==> src/rtl/fvrp_pkg.sv <==
// Purpose: Shared constants for the flash command sequencer.
// Assumes: APB with 32-bit data, one aligned word per register.
// Notes: Command codes, register offsets, field positions, reset values.
`default_nettype none
package fvrp_pkg;
  localparam logic [7:0] FVRP_CMD_ERASE_VERIFY = 8'h03;
  localparam logic [7:0] FVRP_CMD_READ_ONCE = 8'h04;
  localparam logic [7:0] FVRP_CMD_PROGRAM = 8'h06;
  localparam logic [2:0] FVRP_IX_EV = 3'h2;
  localparam logic [2:0] FVRP_IX_RO = 3'h1;
  localparam logic [2:0] FVRP_IX_PG1 = 3'h3;
  localparam logic [2:0] FVRP_IX_PG2 = 3'h5;
  localparam logic [15:0] FVRP_PHRASE_MAX = 16'h0007;
  localparam int FVRP_ONCE_BYTES = 64;
  localparam int FVRP_PHRASES = 8;
  localparam int FVRP_WORDS = 6;
  localparam logic [7:0] FVRP_OFS_STATUS = 8'h00;
  localparam logic [7:0] FVRP_OFS_INDEX = 8'h04;
  localparam logic [7:0] FVRP_OFS_OBJECT = 8'h08;
  localparam logic [7:0] FVRP_OFS_MODE = 8'h0C;
  localparam logic [7:0] FVRP_OFS_PROT_LO = 8'h10;
  localparam logic [7:0] FVRP_OFS_PROT_HI = 8'h14;
  localparam int FVRP_BIT_COMPLETE = 7;
  localparam int FVRP_BIT_ACCESS_ERR = 5;
  localparam int FVRP_BIT_PVIOL = 4;
  localparam int FVRP_BIT_PROT_EN = 24;
  localparam logic [2:0] FVRP_MODE_RESET = 3'h7;
  localparam logic [24:0] FVRP_PROT_RESET = 25'h000_0000;
  localparam logic [31:0] FVRP_ERASED = 32'hFFFF_FFFF;
  typedef enum logic [4:0] {
    FVRP_ST_IDLE = 5'b00001,
    FVRP_ST_EV = 5'b00010,
    FVRP_ST_RO = 5'b00100,
    FVRP_ST_PW = 5'b01000,
    FVRP_ST_PV = 5'b10000
  } fvrp_state_t;
endpackage : fvrp_pkg
`default_nettype wire

==> src/rtl/fvrp_sequencer.sv <==
// Purpose: Flash command sequencer for erase-verify section, read-once
//   and program-longword commands, with an APB register file.
// Assumes: Flash array behind a request/acknowledge port outside.
// Notes: Register bus answers with no wait states.
`default_nettype none
module fvrp_sequencer #(
  parameter logic [23:0] FLASH_SIZE = 24'h00_8000
) (
  input wire logic pclk,
  input wire logic presetn,
  input wire logic psel,
  input wire logic penable,
  input wire logic pwrite,
  input wire logic [31:0] paddr,
  input wire logic [31:0] pwdata,
  output logic [31:0] prdata,
  output logic pready,
  output logic pslverr,
  output logic mem_req,
  output logic mem_we,
  output logic mem_info,
  output logic [23:0] mem_addr,
  output logic [31:0] mem_wdata,
  input wire logic mem_ack,
  input wire logic [31:0] mem_rdata,
  input wire logic mem_err,
  input wire logic mem_uncorr,
  output logic flash_read_invalid,
  output logic busy
);
  import fvrp_pkg::*;

  fvrp_state_t state_reg;
  logic [15:0] obj_reg [FVRP_WORDS];
  logic [2:0] index_reg;
  logic [2:0] mode_reg;
  logic [24:0] prot_lo_reg;
  logic [24:0] prot_hi_reg;
  logic complete_reg;
  logic access_err_reg;
  logic pviol_reg;
  logic [1:0] verify_reg;
  logic [15:0] count_reg;
  logic [23:0] addr_reg;
  logic pair_reg;
  logic pair_last_reg;
  logic [31:0] prdata_reg;
  logic pslverr_reg;

  logic setup;
  logic wr_now;
  logic [7:0] ofs;
  logic mapped;
  logic launch;
  logic [7:0] code;
  logic [23:0] gaddr;
  logic [24:0] span;
  logic [24:0] end_addr;
  logic addr_bad;
  logic range_bad;
  logic align_bad;
  logic prot_hit;
  logic launch_err;
  logic go_ev;
  logic go_ro;
  logic go_pg;
  logic beat;
  logic [1:0] beat_vfy;
  logic [31:0] lw_data;
  logic last_beat;

  assign setup = psel && !penable;
  assign wr_now = psel && penable && pwrite;
  assign ofs = paddr[7:0];
  assign mapped = (paddr[31:8] == 24'h00_0000) &&
    (ofs == FVRP_OFS_STATUS || ofs == FVRP_OFS_INDEX ||
     ofs == FVRP_OFS_OBJECT || ofs == FVRP_OFS_MODE ||
     ofs == FVRP_OFS_PROT_LO || ofs == FVRP_OFS_PROT_HI);
  assign pready = 1'b1;
  assign prdata = prdata_reg;
  assign pslverr = pslverr_reg;

  // A launch is a write of one to the complete flag while it is set and
  // no earlier error is pending.
  assign launch = wr_now && ofs == FVRP_OFS_STATUS &&
    pwdata[FVRP_BIT_COMPLETE] && complete_reg && !access_err_reg &&
    !pviol_reg;

  assign code = obj_reg[0][15:8];
  assign gaddr = {obj_reg[0][7:0], obj_reg[1]};

  always_comb
  begin
    span = 25'h000_0000;
    if (code == FVRP_CMD_ERASE_VERIFY)
    begin
      span = {7'h00, obj_reg[2], 2'b00};
    end
    else if (index_reg == FVRP_IX_PG2)
    begin
      span = 25'h000_0008;
    end
    else
    begin
      span = 25'h000_0004;
    end
  end

  assign end_addr = {1'b0, gaddr} + span;
  assign addr_bad = gaddr >= FLASH_SIZE;
  assign range_bad = end_addr > {1'b0, FLASH_SIZE};
  assign align_bad = gaddr[1:0] != 2'b00;
  assign prot_hit = prot_lo_reg[FVRP_BIT_PROT_EN] &&
    gaddr >= prot_lo_reg[23:0] && gaddr <= prot_hi_reg[23:0];

  always_comb
  begin
    launch_err = 1'b1;
    case (code)
      FVRP_CMD_ERASE_VERIFY:
      begin
        launch_err = index_reg != FVRP_IX_EV ||
          !mode_reg[0] || addr_bad || align_bad || range_bad;
      end
      FVRP_CMD_READ_ONCE:
      begin
        launch_err = index_reg != FVRP_IX_RO ||
          !mode_reg[1] || obj_reg[1] > FVRP_PHRASE_MAX;
      end
      FVRP_CMD_PROGRAM:
      begin
        launch_err = (index_reg != FVRP_IX_PG1 &&
          index_reg != FVRP_IX_PG2) || !mode_reg[2] ||
          addr_bad || align_bad || range_bad;
      end
      default:
      begin
        launch_err = 1'b1;
      end
    endcase
  end

  assign go_ev = launch && !launch_err && code == FVRP_CMD_ERASE_VERIFY;
  assign go_ro = launch && !launch_err && code == FVRP_CMD_READ_ONCE;
  assign go_pg = launch && !launch_err && code == FVRP_CMD_PROGRAM &&
    !prot_hit;

  assign beat = mem_req && mem_ack;
  assign lw_data = pair_reg ? {obj_reg[4], obj_reg[5]} :
    {obj_reg[2], obj_reg[3]};

  always_comb
  begin
    beat_vfy = 2'b00;
    if (mem_err)
    begin
      beat_vfy[1] = 1'b1;
    end
    if (mem_uncorr)
    begin
      beat_vfy[0] = 1'b1;
    end
    if (state_reg == FVRP_ST_EV && mem_rdata != FVRP_ERASED)
    begin
      beat_vfy = 2'b11;
    end
    if (state_reg == FVRP_ST_PV && mem_rdata != lw_data)
    begin
      beat_vfy = 2'b11;
    end
  end

  always_comb
  begin
    last_beat = 1'b0;
    case (state_reg)
      FVRP_ST_EV:
      begin
        last_beat = count_reg == 16'h0001;
      end
      FVRP_ST_RO, FVRP_ST_PV:
      begin
        last_beat = pair_reg == pair_last_reg;
      end
      default:
      begin
        last_beat = 1'b0;
      end
    endcase
  end

  // Sequencer walks the addressed longwords one beat per acknowledge.
  always_ff @(posedge pclk or negedge presetn)
  begin
    if (!presetn)
    begin
      state_reg <= FVRP_ST_IDLE;
      count_reg <= 16'h0000;
      addr_reg <= 24'h00_0000;
      pair_reg <= 1'b0;
      pair_last_reg <= 1'b0;
    end
    else
    begin
      case (state_reg)
        FVRP_ST_IDLE:
        begin
          pair_reg <= 1'b0;
          if (go_ev)
          begin
            state_reg <= (obj_reg[2] == 16'h0000) ? FVRP_ST_IDLE :
              FVRP_ST_EV;
            count_reg <= obj_reg[2];
            addr_reg <= gaddr;
          end
          else if (go_ro)
          begin
            state_reg <= FVRP_ST_RO;
            pair_last_reg <= 1'b1;
            addr_reg <= {15'h0000, obj_reg[1][5:0], 3'b000};
          end
          else if (go_pg)
          begin
            state_reg <= FVRP_ST_PW;
            pair_last_reg <= index_reg == FVRP_IX_PG2;
            addr_reg <= gaddr;
          end
        end
        FVRP_ST_EV:
        begin
          if (beat)
          begin
            count_reg <= count_reg - 16'h0001;
            addr_reg <= addr_reg + 24'h00_0004;
            if (last_beat)
            begin
              state_reg <= FVRP_ST_IDLE;
            end
          end
        end
        FVRP_ST_RO:
        begin
          if (beat)
          begin
            addr_reg <= addr_reg + 24'h00_0004;
            pair_reg <= 1'b1;
            if (last_beat)
            begin
              state_reg <= FVRP_ST_IDLE;
            end
          end
        end
        FVRP_ST_PW:
        begin
          if (beat)
          begin
            if (pair_reg == pair_last_reg)
            begin
              state_reg <= FVRP_ST_PV;
              pair_reg <= 1'b0;
              addr_reg <= gaddr;
            end
            else
            begin
              pair_reg <= 1'b1;
              addr_reg <= addr_reg + 24'h00_0004;
            end
          end
        end
        FVRP_ST_PV:
        begin
          if (beat)
          begin
            pair_reg <= 1'b1;
            addr_reg <= addr_reg + 24'h00_0004;
            if (last_beat)
            begin
              state_reg <= FVRP_ST_IDLE;
            end
          end
        end
        default:
        begin
          state_reg <= FVRP_ST_IDLE;
        end
      endcase
    end
  end

  assign busy = state_reg != FVRP_ST_IDLE;
  assign flash_read_invalid = state_reg == FVRP_ST_RO;

  // Memory port outputs come straight from flip-flops.
  always_ff @(posedge pclk or negedge presetn)
  begin
    if (!presetn)
    begin
      mem_req <= 1'b0;
      mem_we <= 1'b0;
      mem_info <= 1'b0;
      mem_addr <= 24'h00_0000;
      mem_wdata <= 32'h0000_0000;
    end
    else
    begin
      mem_req <= 1'b0;
      mem_we <= 1'b0;
      mem_info <= 1'b0;
      mem_addr <= addr_reg;
      mem_wdata <= lw_data;
      case (state_reg)
        FVRP_ST_EV, FVRP_ST_PV:
        begin
          mem_req <= !(beat && last_beat);
        end
        FVRP_ST_RO:
        begin
          mem_req <= !(beat && last_beat);
          mem_info <= 1'b1;
        end
        FVRP_ST_PW:
        begin
          mem_req <= !(beat && pair_reg == pair_last_reg);
          mem_we <= 1'b1;
        end
        default:
        begin
          mem_req <= 1'b0;
        end
      endcase
      if (beat)
      begin
        mem_req <= 1'b0;
      end
    end
  end

  // Status flags: hardware sets win over software clears.
  always_ff @(posedge pclk or negedge presetn)
  begin
    if (!presetn)
    begin
      complete_reg <= 1'b1;
      access_err_reg <= 1'b0;
      pviol_reg <= 1'b0;
      verify_reg <= 2'b00;
    end
    else
    begin
      if (wr_now && ofs == FVRP_OFS_STATUS)
      begin
        if (pwdata[FVRP_BIT_ACCESS_ERR])
        begin
          access_err_reg <= 1'b0;
        end
        if (pwdata[FVRP_BIT_PVIOL])
        begin
          pviol_reg <= 1'b0;
        end
      end
      if (launch)
      begin
        verify_reg <= 2'b00;
        if (launch_err)
        begin
          access_err_reg <= 1'b1;
        end
        else if (code == FVRP_CMD_PROGRAM && prot_hit)
        begin
          pviol_reg <= 1'b1;
        end
        else if (code == FVRP_CMD_ERASE_VERIFY && obj_reg[2] == 16'h0000)
        begin
          complete_reg <= 1'b1;
        end
        else
        begin
          complete_reg <= 1'b0;
        end
      end
      if (beat && state_reg != FVRP_ST_PW)
      begin
        verify_reg <= verify_reg | beat_vfy;
      end
      if (beat && last_beat)
      begin
        complete_reg <= 1'b1;
      end
    end
  end

  // Command object: software loads while idle, read-once fills words 2-5.
  always_ff @(posedge pclk or negedge presetn)
  begin
    if (!presetn)
    begin
      index_reg <= 3'h0;
      for (int i = 0; i < FVRP_WORDS; i++)
      begin
        obj_reg[i] <= 16'h0000;
      end
    end
    else
    begin
      if (wr_now && complete_reg && ofs == FVRP_OFS_INDEX)
      begin
        index_reg <= pwdata[2:0];
      end
      if (wr_now && complete_reg && ofs == FVRP_OFS_OBJECT &&
          index_reg < 3'(FVRP_WORDS))
      begin
        obj_reg[index_reg] <= pwdata[15:0];
      end
      if (beat && state_reg == FVRP_ST_RO)
      begin
        obj_reg[{1'b0, pair_reg, 1'b0} + 3'h2] <= mem_rdata[31:16];
        obj_reg[{1'b0, pair_reg, 1'b0} + 3'h3] <= mem_rdata[15:0];
      end
    end
  end

  always_ff @(posedge pclk or negedge presetn)
  begin
    if (!presetn)
    begin
      mode_reg <= FVRP_MODE_RESET;
      prot_lo_reg <= FVRP_PROT_RESET;
      prot_hi_reg <= FVRP_PROT_RESET;
    end
    else if (wr_now && complete_reg)
    begin
      if (ofs == FVRP_OFS_MODE)
      begin
        mode_reg <= pwdata[2:0];
      end
      if (ofs == FVRP_OFS_PROT_LO)
      begin
        prot_lo_reg <= pwdata[24:0];
      end
      if (ofs == FVRP_OFS_PROT_HI)
      begin
        prot_hi_reg <= {1'b0, pwdata[23:0]};
      end
    end
  end

  // Read data is captured in the setup cycle and shown in the access cycle.
  always_ff @(posedge pclk or negedge presetn)
  begin
    if (!presetn)
    begin
      prdata_reg <= 32'h0000_0000;
      pslverr_reg <= 1'b0;
    end
    else if (setup)
    begin
      pslverr_reg <= !mapped;
      prdata_reg <= 32'h0000_0000;
      case (ofs)
        FVRP_OFS_STATUS:
        begin
          prdata_reg[FVRP_BIT_COMPLETE] <= complete_reg;
          prdata_reg[FVRP_BIT_ACCESS_ERR] <= access_err_reg;
          prdata_reg[FVRP_BIT_PVIOL] <= pviol_reg;
          prdata_reg[1:0] <= verify_reg;
        end
        FVRP_OFS_INDEX:
        begin
          prdata_reg[2:0] <= index_reg;
        end
        FVRP_OFS_OBJECT:
        begin
          if (index_reg < 3'(FVRP_WORDS))
          begin
            prdata_reg[15:0] <= obj_reg[index_reg];
          end
        end
        FVRP_OFS_MODE:
        begin
          prdata_reg[2:0] <= mode_reg;
        end
        FVRP_OFS_PROT_LO:
        begin
          prdata_reg[24:0] <= prot_lo_reg;
        end
        FVRP_OFS_PROT_HI:
        begin
          prdata_reg[24:0] <= prot_hi_reg;
        end
        default:
        begin
          prdata_reg <= 32'h0000_0000;
        end
      endcase
      if (!mapped)
      begin
        prdata_reg <= 32'h0000_0000;
      end
    end
  end
endmodule : fvrp_sequencer
`default_nettype wire

==> config.mk <==
export PLATFORM = sky130hd
export DESIGN_NAME = fvrp_sequencer
export DESIGN_NICKNAME = d
export VERILOG_FILES = /design/src/rtl/fvrp_pkg.sv /design/src/rtl/fvrp_sequencer.sv
export SDC_FILE = /design/constraint.sdc
export NUM_CORES = 1
export LEC_CHECK = 0
export BUFFER_PORTS_ARGS = -buffer_cell sky130_fd_sc_hd__buf_2
export CORE_ASPECT_RATIO = 0.8
export CORE_UTILIZATION = 45
export DETAILED_ROUTE_END_ITERATION = 8
export GPL_ROUTABILITY_DRIVEN = 0
export PLACE_DENSITY_LB_ADDON = 0.2
export RECOVER_POWER = 25
export SKIP_CTS_REPAIR_TIMING = 1
export SLEW_MARGIN = 20
export SYNTH_ARGS = -nofsm -noshare
export SYNTH_HDL_FRONTEND = slang
export SYNTH_SLANG_ARGS = --single-unit
==> constraint.sdc <==
create_clock -name pclk -period 11.88 [get_ports pclk]
set_input_delay 1.188 -clock pclk [delete_from_list [all_inputs] [get_ports pclk]]
set_output_delay 1.188 -clock pclk [all_outputs]
set_load 0.005 [all_outputs]
---- Yosys cells after proc, flatten, opt, wreduce, memory -nomap -nowiden ----
Cells that the tools add are included.
storage, ports and cells
  bits of input ports ..................... 104
  memories kept ........................... 0
  logic and storage cells ................. 240
  ROM bits ................................ 0
  RAM bits ................................ 0
  register bits ........................... 295
  latch bits .............................. 0
cells by class
  muxes and demuxes ....................... 78
  reduce and logical (&&, ||, !) cells .... 80
  divide/modulo/power cells ............... 0
  multipliers ............................. 0
  shift operators ......................... 0
  equality and inequality tests ........... 34
  $lt $le $gt $ge ......................... 12
  bitwise operators ....................... 5
  $add $sub $neg .......................... 5
operators by type and width
  cell                   number
  $bwmux 96              3
  $mux 96                2
  $demux 16 s3           3
  $mux 24                6
  $mux 16                8
  $pmux 24 s3            1
  $mux 25                2
  $bmux 16 s3            1
  $mux 5                 7
  $logic_and 1x1->1      33
  $mux 32                1
  $ne 32x32->1           1
  $ne 32x32->1 const B   1
  $pmux 16 s2            1
  $add 24x25->25         1
  $gt 25x16->1 const B   1
  $add 24x3->24 const B  1
  $eq 8x3->1 const B     3
  $ge 24x16->1 const B   1
  $ge 24x24->1           1
  $le 24x24->1           1
  $logic_not 24->1       1
  $mux 1                 24
  $pmux 8 s3             1
  other kinds (50)       109

---- Logic depth before layout (Yosys ltp) ----
Gate-level depths: netlist of the first run.
  word-level depth ........................ 15
  depth in mapped cells ................... 19

---- Least setup slack after synthesis of the first run ----
Ideal clock, no wire load.
  kind .................................... register to register
  start point ............................. register with a tool-made name
  end point ............................... register addr_reg[5]
  required time ........................... 11755 ps
  cell stages (with the launch flop) ...... 20
  setup time .............................. 125 ps
  data arrival time ....................... 4739 ps
  setup slack ............................. 7016 ps
  path buffers ............................ 2
  cell sequence ........................... dfrtp_1 > or4_4 > nor2_1 > nand2_1 > nor2_1 > clkbuf_1 > a21boi_0 > ha_1 > fa_1 > a21o_1 > a221oi_1 > a211oi_1 > a211oi_1 > xor2_1 > a41o_2 > a21o_2 > nor3b_2 > nor2_1 > buf_2 > mux2_4
RTL lines
  element                 line                   text
  end signal: assignment  fvrp_sequencer.sv:214  addr_reg <= gaddr;
  end signal: assignment  fvrp_sequencer.sv:220  addr_reg <= {15'h0000, obj_reg[1][5:0], 3'b000};
  end signal: assignment  fvrp_sequencer.sv:226  addr_reg <= gaddr;
  end: declaration        fvrp_sequencer.sv:44   logic [23:0] addr_reg;

==> results.yml, run 1 <==
finish:
  nets: 2033
  drive_gt1_share_pct: 19.4
  design_area_um2: 18900
  utilization_pct: 52.7
  syn2layout_area_growth_pct: 15.5
logic_synthesis:
  ys_ff_latch: 288
  synth_top_area_share_pct: 43.2
  synth.most_common_cell: "dfrtp_1"
  ys_warn_count: 0
  syn_inst: 1704
  synthArstFlopShare_pct: 100
  avgSynthCellArea_um2: 9.62
  synthTopCellsByArea: "dfrtp_1, mux2_2, mux2i_1"
  ys.flop_type: "dfrtp_1"
  synth_top_area_cell: "dfrtp_1"
  synth_cell_types: 84
  syn_area_um2: 16400
  yosysSeqAreaShare_pct: 44.0
  ys_top_cells_by_count: "dfrtp_1, o21ai_0, nand2_1, nor2_1, a21oi_1"
  synth_edf_count: 0
worst_setup_path:
  cpMostUsedCell: "clkbuf_1"
  critPathRequiredTime_ns: 11.73
  worstSetupPathType: "in -> async"
  crit_buf_inv: 2
  cp_slowest_cell: "clkbuf_1"
  crit_family: "buffers and inverters"
  critPathLaunchType: "input pin"
  cpPeakStageDelay_ns: 3.20
  worst_setup_path_end_kind: "async pin"
  cp_max_fo: 79
  crit_path_cell_trace: "clkbuf_1, clkbuf_1"
  arrival_ns: 7.04
global_route:
  grt_antenna_before_repair: 3
  grt_max_degree: 80
  grt.overflow.total: 0
  met1_usage_pct: 44.1
  grt_usage_pct: 29.3
  grt-busiest-layer: "met1"
  use_met3_pct: 5.56
  grtUsageMet2_pct: 41.9
  grt_pass1_wl_mm: 83.2
  grt_pass1_vias: 13600
drt:
  drt_wl_total_mm: 55.0
  ant_nets: 0
  drtPass1Iterations: 6
  routed_via_density: 5.99
  drc: 0
  wl_per_cell_um: 23.2
  drt_iter0_markers: 1573
  vias: 14200
power:
  p_leak_uw: 0.00913
  vdd_ir_drop_max_v: 0.0000685
  p_per_area_nw_per_um2: 116
timing:
  finalCriticalPeriod_ns: 7.19
  fmax_mhz: 139
  finalClockSkew_ns: 0.0212
  finalCritPeriodShare_pct: 60.5
  fin_ws_ns: 4.69
  finalSetupTns_ns: 0
  slew_viol_final: 184
  rsz0062_at_grt: "false"
  worst_slew_pin_slew_ns: 4.71
  hold_viol: 0
  finalSetupViolCount: 0
  slew_headroom_pct: -214
die:
  die-area_um2: 37200
  die_w_um: 215
  ios: 199
  coreArea_um2: 35900
  std_cell_rows: 62
  initial_core_util_pct: 45.6
  dieHeight_um: 173
clock_network:
  cts_buffers: 34
  cts_tree: "built"
  cts_sinks: 288
  clockBufferDepth: 3
  clock_latency_ns: 0.53
  path_clk_slew_ns: 0.06
  cts_root_buf: "clkbuf_16"
  cts-htree-levels: 2
hold_path:
  min_path_type: "reg -> reg"
placed_design:
  dpl_worst_slack_ns: 5.75
  hpwl_mm: 38.8
  placed_area_um2: 17800
  port_buffers: 183
run_status:
  status: "finished with violations"
  violations: "capacitance limit, slew limit"
job:
  max_cap_violations: 3
## final cells by class
| type | instances | area (um2) |
|---|---|---|
| tap | 480 | 601 |
| antenna | 2 | 5.00 |
| timing repair buffer | 212 | 1120 |
| multi-input combinational | 1257 | 8560 |
| fill | 3302 | 17000 |
| sequential | 288 | 7210 |
| clock inverter | 12 | 145 |
| clock buffer | 50 | 1020 |
| inverter | 68 | 255 |
## cells in the final DEF, fill, tap and decap left out, types with 6 or more instances in the layout
| master | n |
|---|---|
| inv_1 | 68 |
| conb_1 | 8 |
| nor2b_1 | 7 |
| a22o_1 | 7 |
| o22ai_1 | 19 |
| nor4_1 | 32 |
| nand4_1 | 23 |
| nor2_1 | 132 |
| o211ai_1 | 7 |
| a31oi_1 | 10 |
| nand3_1 | 39 |
| or4_1 | 6 |
| mux2_1 | 31 |
| xor2_1 | 29 |
| clkbuf_1 | 13 |
| and2_1 | 16 |
| o21a_1 | 14 |
| and3_1 | 9 |
| mux2i_1 | 95 |
| nor3b_1 | 6 |
| dfrtp_1 | 283 |
| nor3_1 | 25 |
| ha_1 | 67 |
| a21o_1 | 19 |
| clkinv_2 | 6 |
| buf_2 | 181 |
| buf_4 | 25 |
| xnor2_1 | 8 |
| mux2_2 | 67 |
| a22oi_1 | 55 |
| clkbuf_16 | 37 |
| nand2_1 | 153 |
| and4_1 | 8 |
| a21oi_1 | 107 |
| o21ai_0 | 157 |
## final timing paths
kind	cells past startpoint	start	end	slack, ns
worst min register to register	0	addr_reg[0]$_DFFE_PN0P_	mem_addr[0]$_DFF_PN0_	0.37
max in group pclk	17	flip-flop	addr_reg[22]$_DFFE_PN0P_	5.66
min in group asynchronous	1	presetn	mem_wdata[12]$_DFF_PN0_	2.33
worst max register to register	17	flip-flop	addr_reg[22]$_DFFE_PN0P_	5.66
worst max-delay path	2	presetn	mem_wdata[18]$_DFF_PN0_	4.69
worst min-delay path	0	addr_reg[0]$_DFFE_PN0P_	mem_addr[0]$_DFF_PN0_	0.37
## power by group
part | leakage [uW] | switching [uW] | total (uW) | internal [uW]
logic | 0.00470 | 76.6 | 109 | 32.4
clock network | 0.000576 | 428 | 1090 | 666
registers | 0.00385 | 4.71 | 991 | 986
## worst register-to-register path, delay by kind of cell, from the launching register on
family	cells	cell delay (ns)
AOI/OAI and AO/OA	9	2.57
DFF	1	0.40
and+or+nand+nor	6	2.40
adders and majority gates	2	0.68
## cell families (layout without fill, tap and decap cells)
group | Yosys count | count (layout) | share of synthesized area (%)
buffers and inverters | 165 | 342 | 4.18
other | 2 | 10 | 0.0458
adders and majority gates | 68 | 68 | 5.24
DFF | 288 | 288 | 44.0
xor gates and xnor gates | 37 | 37 | 1.98
and+or+nand+nor | 503 | 503 | 15.2
AOI/OAI and AO/OA | 445 | 445 | 16.6
muxes | 196 | 196 | 12.8
## stage by stage
| stage | power (uW) | std cells | hold WS (ns) |
|---|---|---|---|
| floorplan | 1050 | 1710 | 0.354 |
| global placement | 1120 | 2304 | 0.365 |
| detailed placement | 1120 | 2304 | 0.360 |
| CTS | 2210 | 2366 | 0.372 |
| global route | 2260 | 2368 | 0.383 |
| finish | 2190 | 2369 | 0.372 |
## metal layers
| layer | wire (um) | vias to the layer above |
|---|---|---|
| li1 | - | 6498 |
| met1 | 25000 | 6888 |
| met2 | 23100 | 704 |
| met3 | 5120 | 100 |
| met4 | 1820 | 0 |
| met5 | 0 | - |
No activity file was read; power rests on OpenSTA's default activity.
==> run 2: changes to the inputs <==
==> constraint.sdc (replaced) <==
create_clock -name pclk -period 7 [get_ports pclk]
set_input_delay 0.7 -clock pclk [delete_from_list [all_inputs] [get_ports pclk]]
set_output_delay 0.7 -clock pclk [all_outputs]
set_load 0.005 [all_outputs]
==> results.yml, run 2 (same netlist as run 1, synthesis figures left out) <==
die:
  dieHeight_um: 173
  initial_core_util_pct: 45.6
  die_w_um: 215
  coreArea_um2: 35900
  ios: 199
  std_cell_rows: 62
  die-area_um2: 37200
clock_network:
  path_clk_slew_ns: 0.06
  cts_tree: "built"
  cts-htree-levels: 1
  clockBufferDepth: 3
  cts_root_buf: "clkbuf_16"
  cts_buffers: 31
  clock_latency_ns: 0.58
  cts_sinks: 288
timing:
  worst_slew_pin_slew_ns: 4.47
  finalSetupViolCount: 0
  hold_viol: 0
  slew_headroom_pct: -198
  slew_viol_final: 198
  rsz0062_at_grt: "false"
  finalClockSkew_ns: 0.0177
  finalCritPeriodShare_pct: 80.3
  fmax_mhz: 178
  finalCriticalPeriod_ns: 5.62
  finalSetupTns_ns: 0
drt:
  routed_via_density: 6.04
  top_layer: "met4"
  drt_wl_total_mm: 54.7
  drc: 0
  ant_nets: 0
  wl_met1_mm: 25.1
  vias: 14300
  dr_wl_met3_mm: 5.11
  drtPass1Iterations: 6
  wl_met2_mm: 22.9
  wl_per_cell_um: 23.1
  drt_iter0_markers: 1508
finish:
  regArea_um2: 7210
  final_common_cell: "dfrtp_1"
  multiInputGateArea_um2: 8560
  drive_gt1_share_pct: 19.7
  syn2layout_area_growth_pct: 14.6
  design_area_um2: 18800
  fillCellCount: 3303
  nets: 2031
  layout_common_cells: "dfrtp_1, buf_2, o21ai_0"
power:
  p_leak_uw: 0.00906
  seq_power_share_pct: 47.8
  switchingPower_uw: 832
  p_clk_share_pct: 46.9
  p_per_area_nw_per_um2: 187
  swShare_pct: 23.6
  comb_power_share_pct: 5.3
  vdd_ir_drop_max_v: 0.000141
  p_int_uw: 2680
global_route:
  grt_antenna_before_repair: 1
  grt_max_degree: 81
  grt_usage_pct: 28.9
  grt.overflow.total: 0
  grt_pass1_wl_mm: 82.4
  grt_pass1_vias: 13300
worst_setup_path:
  rr_endpoint: "addr_reg[22]$_DFFE_PN0P_"
  rr_worst_depth: 18
  arrival_ns: 6.03
  rrSetupSlack_ns: 1.38
  worst_setup_path_end_kind: "flip-flop"
  worstSetupPathType: "reg -> reg"
  cp_max_fo: 18
  critPathLaunchType: "flip-flop"
  critPathRequiredTime_ns: 7.41
hold_path:
  hold_start: "pwdata[17]"
  min_to: "prot_hi_reg[17]$_DFFE_PN0P_"
  min_path_type: "in -> reg"
  whs_path_depth: 3
placed_design:
  hpwl_mm: 38.6
  placed_area_um2: 17800
  port_buffers: 183
job:
  max_cap_violations: 3
run_status:
  status: "finished with violations"
  violations: "capacitance limit, slew limit"
==> run 2: worst max-delay path: stages, from the launching register on <==
cell       delay [ns]
dfrtp_1          0.40
or4_4            0.58
nor2_1           0.13
nand2_1          0.09
nor2_1           0.13
buf_4            0.23
a21boi_0         0.14
ha_1             0.24
fa_1             0.42
a21o_1           0.21
a221oi_1         0.55
o21a_1           0.30
nor3_1           0.06
a2111oi_0        0.43
a41o_2           0.39
a21o_2           0.17
a32oi_1          0.16
nor2_2           0.65
o22ai_1          0.17
==> run 2: worst max-delay path by stage <==
| stage | to | from | slack [ns] |
|---|---|---|---|
| 2_1_floorplan | addr_reg[5]$_DFFE_PN0P_ | flip-flop | 2.14 |
| 3_3_place_gp | addr_reg[22]$_DFFE_PN0P_ | flip-flop | 1.66 |
| 3_5_place_dp | addr_reg[22]$_DFFE_PN0P_ | flip-flop | 1.56 |
| 4_1_cts | addr_reg[22]$_DFFE_PN0P_ | flip-flop | 1.47 |
| 5_1_grt | mem_wdata[18]$_DFF_PN0_ | presetn | 0.59 |
| 6_report | addr_reg[22]$_DFFE_PN0P_ | flip-flop | 1.38 |
==> run 2: final cells by class <==
type                            instances  area share (%)
Clock inverter                         11           0.606
Inverter                               68            1.36
Clock buffer                           44            4.76
Antenna cell                            1          0.0133
Timing Repair Buffer                  213            6.06
Tap cell                              480            3.20
Sequential cell                       288            38.4
Multi-Input combinational cell       1257            45.6
==> run 2: through the flow <==
stage | std cells | power (uW) | hold slack [ns] | util, % | setup WS (ns)
finish | 2362 | 3520 | 0.346 | 52.3 | 1.38
global placement | 2305 | 1890 | 0.363 | 49.5 | 1.66
floorplan | 1710 | 1780 | 0.354 | - | 2.14
detailed placement | 2305 | 1900 | 0.377 | 49.5 | 1.56
global route | 2361 | 3610 | 0.357 | 52.3 | 0.592
CTS | 2360 | 3540 | 0.115 | 52.3 | 1.47
==> run 2: power groups by stage <==
stage	clock (uW)	sequential [uW]	combinational (uW)
after floorplan	0	1710	73.0
after global placement	0	1710	183
after detailed placement	0	1710	185
after CTS	1670	1680	186
after global routing	1730	1680	200
final	1650	1680	185
==> run 2: per-layer routing <==
layer / vias up / GRT usage, %
met2: 709 / 41.3
met1: 6954 / 43.5
met4: 0 / 8.89
met3: 100 / 6.21
li1: 6497 / -
met5: - / 0
